===== src/design/timer16_cfg.svh =====
// Register map, field positions, mode codes and counts of the 16-bit PWM timer
`ifndef TIMER16_CFG_SVH
`define TIMER16_CFG_SVH

// ------------------------------------------------------------
// Register byte addresses
// ------------------------------------------------------------
`define A_CTRL    8'h00
`define A_COUNT   8'h04
`define A_CMPA    8'h08
`define A_CMPB    8'h0c
`define A_CAPTOP  8'h10
`define A_FLAGS   8'h14

// ------------------------------------------------------------
// Control fields and flag bits
// ------------------------------------------------------------
`define CTRL_W    13
`define F_MODE    3:0
`define F_COMA    5:4
`define F_COMB    7:6
`define F_CSEL    10:8
`define B_DIRA    11
`define B_DIRB    12
`define B_OVF     0
`define B_CMPA    1
`define B_CMPB    2
`define B_CAP     3

// ------------------------------------------------------------
// Waveform mode codes, tops, output modes
// ------------------------------------------------------------
`define M_CTC_A   4'h4
`define M_FP8     4'h5
`define M_FP9     4'h6
`define M_FP10    4'h7
`define M_CTC_I   4'hc
`define M_FP_I    4'he
`define M_FP_A    4'hf
`define TOP8      16'h00ff
`define TOP9      16'h01ff
`define TOP10     16'h03ff
`define MAX16     16'hffff
`define ZERO16    16'h0000
`define ONE16     16'h0001
`define COM_TOG   2'h1
`define COM_CLR   2'h2
`define COM_SET   2'h3

// ------------------------------------------------------------
// Prescaler selects and terminal counts (factor minus one)
// ------------------------------------------------------------
`define CS_1      3'h1
`define CS_8      3'h2
`define CS_64     3'h3
`define CS_256    3'h4
`define CS_1024   3'h5
`define PS_8      10'h007
`define PS_64     10'h03f
`define PS_256    10'h0ff
`define PS_1024   10'h3ff
`define PS_ONE    10'h001
`define PS_ZERO   10'h000

`endif


===== src/design/timer16_pkg.sv =====
// Types shared by the 16-bit PWM timer
`include "timer16_cfg.svh"
package timer16_pkg;

    // Pad drive pair: level and output enable
    typedef struct packed {
        logic out;
        logic oe;
    } pad_type;

    // Whole state of the timer block
    typedef struct packed {
        logic [`CTRL_W-1:0] ctrl;
        logic [15:0]        cnt;
        logic [15:0]        cmpa_act;
        logic [15:0]        cmpa_buf;
        logic [15:0]        cmpb;
        logic [15:0]        captop;
        logic [3:0]         flags;
        logic [9:0]         presc;
        logic               oc_a;
        logic               oc_b;
        pad_type            pad_a;
        pad_type            pad_b;
        logic               pready;
        logic               pslverr;
        logic [31:0]        prdata;
    } state_type;

endpackage


===== src/design/timer16_ctc_fast_pwm.sv =====
// 16-bit timer with clear-on-match and fast PWM waveform generation, APB slave
`timescale 1ns/10ps
`default_nettype none
`include "timer16_cfg.svh"

// Notes on behaviour
// - In CTC, reaching TOP sets compare A flag or capture flag per variant.
// - CTC compare A is unbuffered; writing below count misses, wraps through zero.
// - CTC with output mode 1 toggles output A on every match.
// - Pad shows output state only while its direction bit selects output.
// - Toggle with compare zero flips every cycle; period 2*N*(1+compare).
// - Timer clock is peripheral clock divided by 1, 8, 64, 256 or 1024.
// - In CTC the overflow flag sets when count rolls from maximum to zero.
// - Modes 5, 6, 7, E, F run fast PWM: count zero to TOP, restart.
// - Fast PWM TOP is 0x00FF, 0x01FF, 0x03FF, capture register or compare A.
// - In fast PWM the counter clears the timer cycle after equalling TOP.
// - Non-inverting clears on match, sets at zero; inverting does the opposite.
// - TOP from 0x0003 to 0xFFFF is supported; software keeps it at least 3.
// - In fast PWM each channel flag sets when count equals its compare.
// - In fast PWM the overflow flag sets each time count reaches TOP.
// - Capture or compare A flag as TOP sets together with overflow flag.
// - Compare above TOP never matches; software keeps TOP above compares.
// - Fixed TOP masks compare bits above the resolution on every write.
// - Capture TOP is unbuffered; writing below count runs to 0xFFFF first.
// - Fast PWM compare A writes go to a buffer, loaded at TOP.
// - With capture TOP, compare A still drives a PWM duty on output A.
// - Modes 4 and C are CTC, clearing on compare A or capture match.
// - Output mode zero leaves output unchanged; reset clears output state.
module timer16_ctc_fast_pwm (
    input  wire logic                 pclk,
    input  wire logic                 presetn,
    input  wire logic                 psel,
    input  wire logic                 penable,
    input  wire logic                 pwrite,
    input  wire logic [7:0]           paddr,
    input  wire logic [31:0]          pwdata,
    output logic      [31:0]          prdata,
    output logic                      pready,
    output logic                      pslverr,
    output var timer16_pkg::pad_type  pad_a,
    output var timer16_pkg::pad_type  pad_b
);
    import timer16_pkg::*;

    state_type    s_r;
    state_type    s_nxt;
    logic [3:0]   mode;
    logic [2:0]   csel;
    logic         pwm;
    logic         ctc;
    logic         fixed_top;
    logic [15:0]  top_val;
    logic         tick;
    logic         at_top;
    logic         restart;
    logic         match_a;
    logic         match_b;
    logic         cap_hit;
    logic         ovf_set;
    logic         wr_go;
    logic         rd_go;
    logic         addr_ok;
    logic [15:0]  wval;
    logic [3:0]   fset;

    // ------------------------------------------------------------
    // Output action of one compare channel
    // ------------------------------------------------------------
    function automatic logic oc_step(input logic oc, input logic [1:0] com,
                                     input logic match, input logic rst0,
                                     input logic is_pwm, input logic tog_ok);
        logic v;
        v = oc;
        if (!is_pwm) begin
            if (match) begin
                if (com == `COM_TOG) v = ~oc;
                if (com == `COM_CLR) v = 1'b0;
                if (com == `COM_SET) v = 1'b1;
            end
        end else begin
            if (com == `COM_TOG && tog_ok && match) v = ~oc;
            if (com == `COM_CLR) begin
                if (match) v = 1'b0;
                if (rst0) v = 1'b1;                      // Set at zero wins a tie
            end
            if (com == `COM_SET) begin
                if (match) v = 1'b1;
                if (rst0) v = 1'b0;
            end
        end
        return v;
    endfunction

    // ------------------------------------------------------------
    // Mode decode, TOP selection and prescaler enable
    // ------------------------------------------------------------
    always_comb begin
        mode      = s_r.ctrl[`F_MODE];
        csel      = s_r.ctrl[`F_CSEL];
        pwm       = 1'b0;
        ctc       = 1'b0;
        fixed_top = 1'b0;
        top_val   = `MAX16;
        // TOP may be any value; values under 3 are software's fault
        case (mode)
            `M_CTC_A: begin ctc = 1'b1; top_val = s_r.cmpa_act; end
            `M_CTC_I: begin ctc = 1'b1; top_val = s_r.captop; end
            `M_FP8:   begin pwm = 1'b1; fixed_top = 1'b1; top_val = `TOP8; end
            `M_FP9:   begin pwm = 1'b1; fixed_top = 1'b1; top_val = `TOP9; end
            `M_FP10:  begin pwm = 1'b1; fixed_top = 1'b1; top_val = `TOP10; end
            `M_FP_I:  begin pwm = 1'b1; top_val = s_r.captop; end
            `M_FP_A:  begin pwm = 1'b1; top_val = s_r.cmpa_act; end
            default:  begin pwm = 1'b0; end              // Free running
        endcase
        case (csel)
            `CS_1:    tick = 1'b1;
            `CS_8:    tick = (s_r.presc == `PS_8);
            `CS_64:   tick = (s_r.presc == `PS_64);
            `CS_256:  tick = (s_r.presc == `PS_256);
            `CS_1024: tick = (s_r.presc == `PS_1024);
            default:  tick = 1'b0;                       // Stopped
        endcase
    end

    // ------------------------------------------------------------
    // Compare, TOP and wrap detection
    // ------------------------------------------------------------
    always_comb begin
        at_top  = (s_r.cnt == top_val);
        restart = (pwm || ctc) && at_top;
        // A compare above TOP never matches in PWM
        match_a = (s_r.cnt == s_r.cmpa_act) &&
                  (!pwm || s_r.cmpa_act <= top_val);
        match_b = (s_r.cnt == s_r.cmpb) &&
                  (!pwm || s_r.cmpb <= top_val);
        cap_hit = (s_r.cnt == s_r.captop) &&
                  (mode == `M_CTC_I || mode == `M_FP_I);
        // Overflow at TOP in PWM, at the maximum otherwise
        ovf_set = pwm ? at_top : (s_r.cnt == `MAX16);
    end

    // ------------------------------------------------------------
    // APB decode: one wait state so read data comes from a flop
    // ------------------------------------------------------------
    always_comb begin
        wr_go   = psel && penable && pwrite && s_r.pready;
        rd_go   = psel && penable && !s_r.pready;
        addr_ok = (paddr == `A_CTRL) || (paddr == `A_COUNT) ||
                  (paddr == `A_CMPA) || (paddr == `A_CMPB) ||
                  (paddr == `A_CAPTOP) || (paddr == `A_FLAGS);
        // Fixed TOP: bits above the resolution are dropped
        wval    = fixed_top ? (pwdata[15:0] & top_val) : pwdata[15:0];
    end

    // ------------------------------------------------------------
    // Next state
    // ------------------------------------------------------------
    always_comb begin
        s_nxt = s_r;
        // Flag events of this cycle, kept apart so a clear cannot hide them
        fset  = 4'h0;
        // Prescaler runs free while a clock is selected
        if (tick || csel == 3'h0) s_nxt.presc = `PS_ZERO;
        else s_nxt.presc = s_r.presc + `PS_ONE;
        if (tick) begin
            // CTC missing its TOP runs on to the maximum and wraps
            s_nxt.cnt = restart ? `ZERO16 : s_r.cnt + `ONE16;
            if (pwm && at_top) s_nxt.cmpa_act = s_r.cmpa_buf;
            fset[`B_OVF]  = ovf_set;
            fset[`B_CMPA] = match_a;
            fset[`B_CMPB] = match_b;
            fset[`B_CAP]  = cap_hit;
            s_nxt.flags   = s_r.flags | fset;
            s_nxt.oc_a = oc_step(s_r.oc_a, s_r.ctrl[`F_COMA], match_a,
                                 restart, pwm, mode == `M_FP_A);
            s_nxt.oc_b = oc_step(s_r.oc_b, s_r.ctrl[`F_COMB], match_b,
                                 restart, pwm, 1'b0);
        end
        // Register writes take effect at the completing edge
        if (wr_go) begin
            case (paddr)
                `A_CTRL:   s_nxt.ctrl = pwdata[`CTRL_W-1:0];
                `A_COUNT:  s_nxt.cnt = pwdata[15:0];
                `A_CMPA: begin
                    s_nxt.cmpa_buf = wval;
                    if (!pwm) s_nxt.cmpa_act = wval;
                end
                `A_CMPB:   s_nxt.cmpb = wval;
                `A_CAPTOP: s_nxt.captop = pwdata[15:0];
                // Write one to clear; an event in the same cycle wins
                `A_FLAGS:  s_nxt.flags = (s_r.flags & ~pwdata[3:0]) | fset;
                default:   begin end                     // Unmapped: ignored
            endcase
        end
        // Pads follow the output state only when driven as outputs
        s_nxt.pad_a.oe  = s_r.ctrl[`B_DIRA];
        s_nxt.pad_a.out = s_r.ctrl[`B_DIRA] & s_r.oc_a;
        s_nxt.pad_b.oe  = s_r.ctrl[`B_DIRB];
        s_nxt.pad_b.out = s_r.ctrl[`B_DIRB] & s_r.oc_b;
        // Bus answer
        s_nxt.pready  = rd_go;
        s_nxt.pslverr = rd_go && !addr_ok;
        s_nxt.prdata  = '0;
        if (rd_go && !pwrite) begin
            case (paddr)
                `A_CTRL:   s_nxt.prdata[`CTRL_W-1:0] = s_r.ctrl;
                `A_COUNT:  s_nxt.prdata[15:0] = s_r.cnt;
                `A_CMPA:   s_nxt.prdata[15:0] = s_r.cmpa_buf;
                `A_CMPB:   s_nxt.prdata[15:0] = s_r.cmpb;
                `A_CAPTOP: s_nxt.prdata[15:0] = s_r.captop;
                `A_FLAGS:  s_nxt.prdata[3:0] = s_r.flags;
                default:   s_nxt.prdata = '0;
            endcase
        end
    end

    // ------------------------------------------------------------
    // State register
    // ------------------------------------------------------------
    always_ff @(posedge pclk or negedge presetn) begin
        if (!presetn) s_r <= '0;
        else s_r <= s_nxt;
    end

    // Outputs straight from flops
    assign prdata  = s_r.prdata;
    assign pready  = s_r.pready;
    assign pslverr = s_r.pslverr;
    assign pad_a   = s_r.pad_a;
    assign pad_b   = s_r.pad_b;
endmodule // timer16_ctc_fast_pwm
`default_nettype wire


===== config.mk =====
export PLATFORM = sky130hd
export DESIGN_NAME = timer16_ctc_fast_pwm
export DESIGN_NICKNAME = d
export VERILOG_FILES = /design/src/design/timer16_pkg.sv /design/src/design/timer16_ctc_fast_pwm.sv
export VERILOG_INCLUDE_DIRS = /design/src /design/src/design
export SDC_FILE = /design/constraint.sdc
export NUM_CORES = 1
export LEC_CHECK = 0
export ABC_AREA = 1
export BUFFER_PORTS_ARGS = -buffer_cell sky130_fd_sc_hd__buf_2
export CAP_MARGIN = 30
export CORE_MARGIN = 2
export CORE_UTILIZATION = 55
export DETAILED_ROUTE_END_ITERATION = 6
export HOLD_SLACK_MARGIN = 0.02
export PLACE_DENSITY = 0.78
export RECOVER_POWER = 25
export SYNTH_ARGS = -nofsm -noshare
export SYNTH_HDL_FRONTEND = slang
export SYNTH_SLANG_ARGS = --single-unit

===== constraint.sdc =====
create_clock -name pclk -period 3.15 [get_ports pclk]
set_input_delay 0.315 -clock pclk [delete_from_list [all_inputs] [get_ports pclk]]
set_output_delay 0.315 -clock pclk [all_outputs]
set_load 0.02 [all_outputs]

==> results.yml <==
cts:
  numCtsBuffers: 17
  cts.sinks: 131
  clk_pin_slew_ns: 0.06
  clockRootBuffer: "clkbuf_16"
  cts_tree: "built"
  insertion_delay_ns: 0.43
  cts.htree.levels: 4
  cts.path.max_buffers: 2
synth:
  synth_area_leaders: "dfrtp_1 (36%), nand2_1 (15%), inv_1 (6.2%)"
  netlist_instances: 1249
  synthTopCellsByCount: "nand2_1 (348), inv_1 (148), dfrtp_1 (131)"
  synth.most_common_cell: "nand2_1"
  yosysUniqueCellTypes: 46
  yosysTopAreaCell: "dfrtp_1"
  synth_area_sq_um: 8990
  synthFlopType: "dfrtp_1"
  synth.ff_latch_count: 131
  synth_top_area_share_pct: 36.4
  synth-edff-count: 0
  ys_warn_count: 0
  synth_area_per_cell_sq_um: 7.20
  asyncSetResetFlopFracSynth_pct: 100
  ys_seq_area_share_pct: 36.4
place:
  portBuffers: 50
  hpwl_um: 21800
  gp_congestion: 1.01
die:
  rows: 46
  die_area_sq_um: 17400
  die_h_um: 132
  die_x_um: 132
  start_util_pct: 56.4
  ios: 83
  core_area_sq_um: 15900
timing:
  relSlewSlack_pct: -5.15
  fmax_mhz: 339
  skew_ns: 0.00820
  hold_violations: 0
  setup_viol: 0
  setup_tns_ns: 0
  finalCritPeriodShare_pct: 93.7
  holdWs_ns: 0.112
  rsz0062_at_grt: "false"
  slew_violations: 64
  worst_pin_slew_ns: 1.58
  layout_min_cycle_time_ns: 2.95
pwr:
  vdd_drop_max_uv: 454
  power.density_nw_per_um2: 395
  cellLeakagePower_nw: 4.95
routing:
  routedWlPerCell_um: 19.4
  vias_per_cell: 5.75
  drt-pass1-iter-count: 6
  wl_um: 29400
  topRoutingLayerUsed: "met4"
  wl_met3_um: 2760
  via_count: 8713
  drt-met1-wl_um: 11900
  dr_wl_met2_um: 13200
  initialDrtViolationCount: 1147
  drc_errors: 0
  drt.antenna.violating_nets: 0
global_routing:
  grtUsageTotal_pct: 33.9
  antenna_found_initial: 0
  grt-ovfl-total: 0
  grt_pass1_vias: 8173
  grt_max_degree: 64
  grt_pass1_wl_um: 45300
status:
  status: "complete, but fails checks"
  violations: "max-capacitance violations, max-slew violations"
setup_path:
  worstSetupEndpointType: "flop"
  arrival_ns: 3.31
  required_ns: 3.51
  path_max_fanout: 14
  criticalPathCategory: "reg2reg"
  startpoint_type: "flop"
job:
  max-cap-violations: 1
layout:
  num_antenna_cells: 0
  drive_above_1_share_pct: 13.8
  layout.nets: 1368
  syn2layout_area_growth_pct: 10.5
worst_hold_path:
  hold_path_class: "in2reg"
## report_power, final
part	internal [mW]	switching, mW	leakage [nW]
registers	1.69	0.0210	1.70
logic	0.0487	0.144	2.97
clock network	1.24	0.779	0.279
total	2.98	0.945	4.95
## per-stage QoR
| stage | std cells | power [mW] | worst slack, ns | utilization [%] | area, sq um |
|---|---|---|---|---|---|
| floorplan | 1264 | 1.85 | 0.739 | - | 9050 |
| global placement | 1482 | 1.93 | 0.108 | 58.5 | 9320 |
| detailed placement | 1482 | 1.93 | 0.00140 | 58.5 | 9320 |
| CTS | 1515 | 3.94 | 0.0473 | 62.3 | 9930 |
| global route | 1516 | 4.04 | 0.000557 | 62.3 | 9940 |
| finish | 1516 | 3.93 | 0.198 | 62.3 | 9940 |
## layer usage
layer / global-route usage (%) / up-vias
met4: 17.0 / 0
met5: 0 / -
met2: 53.6 / 497
met1: 44.1 / 4052
met3: 7.27 / 100
li1: - / 4064
## flip-flops by register name (all words and copies together) (netlist names)
| name | cells |
|---|---|
| pready | 1 |
| pad_a | 2 |
| csel | 3 |
| pslverr | 1 |
| s_r | 100 |
| s_nxt | 2 |
| prdata | 16 |
| pad_b | 2 |
| mode | 4 |
## kinds of logic (layout without fill, tap and decap cells)
family | Yosys count | in the layout | share of synthesized area (%)
other | 1 | 16 | 0.0417
XOR/XNOR | 37 | 37 | 3.60
flip-flops | 131 | 131 | 36.4
buffers and inverters | 237 | 273 | 12.2
AND/OR/NAND/NOR | 620 | 620 | 31.0
adder cells (fa/ha/maj) | 36 | 36 | 5.01
AO/OA/AOI/OAI | 187 | 187 | 11.7
## cell usage in the layout (no fill, tap or decap), drive strengths merged
cell type,netlist,routed
clkbuf,31,21
xnor2,7,7
conb,1,16
inv,157,157
and3,1,1
nand4,26,26
a41oi,4,4
nor3,24,24
a32o,1,1
o21ai,89,89
nand3,67,67
o22ai,20,20
a21oi,50,50
ha,36,36
clkinvlp,0,4
clkinv,2,8
nand2,370,370
a22oi,3,3
buf,47,79
or2,9,9
o21bai,1,1
a221oi,10,10
nor2,111,111
xor2,30,30
nor4,8,8
bufinv,0,3
o21a,2,2
dfrtp,131,131
dlygate4sd3,0,1
o31ai,2,2
a31oi,5,5
nor3b,3,3
nand3b,1,1
## cell type report
class	instances	area (sq um)
timing repair buffer	82	502
multi-input combinational	896	4690
clock buffer	19	433
fill	1451	6000
tap	216	270
sequential	131	3280
clock inverter	13	161
inverter	159	602
## critical path: stages, from the launching register on
cell and delay, ns:
dfrtp_2 0.51, nand2_2 0.13, nand2_2 0.07, nand2_4 0.18
nand2_2 0.13, nor2_1 0.14, nand2_1 0.10, inv_1 0.09
ha_1 0.24, a21oi_1 0.19, o21ai_0 0.14, buf_4 0.15
nand2_1 0.05, nand3b_1 0.07, nand2_1 0.06, nand2_1 0.06
nand2_2 0.14, nand3_1 0.09, nand2_1 0.07, nand2_1 0.05
nand2_1 0.06, nand2_1 0.06, a21oi_1 0.11
## timing repair
action,4_1_cts,5_1_grt
hold buffers,1,0
endpoints found under the hold margin,60,0
pin swaps,0,0
setup buffers,0,1
endpoints found under the setup margin,1,2
resized for setup,1,4
## path summary, 6_finish.rpt
path / startpoint / slack, ns / endpoint / depth (start not counted)
min in group asynchronous: presetn / 0.80 / s_r[88] / 2
max in group asynchronous: presetn / 0.74 / prdata[10] / 3
setup reg to reg: mode[3] / 0.20 / s_r[38] / 22
hold / removal: pwdata[11] / 0.11 / s_r[129] / 3
setup / recovery: mode[3] / 0.20 / s_r[38] / 22
hold reg to reg: pready / 0.46 / pready / 1
(Power assumes the default switching activity.)
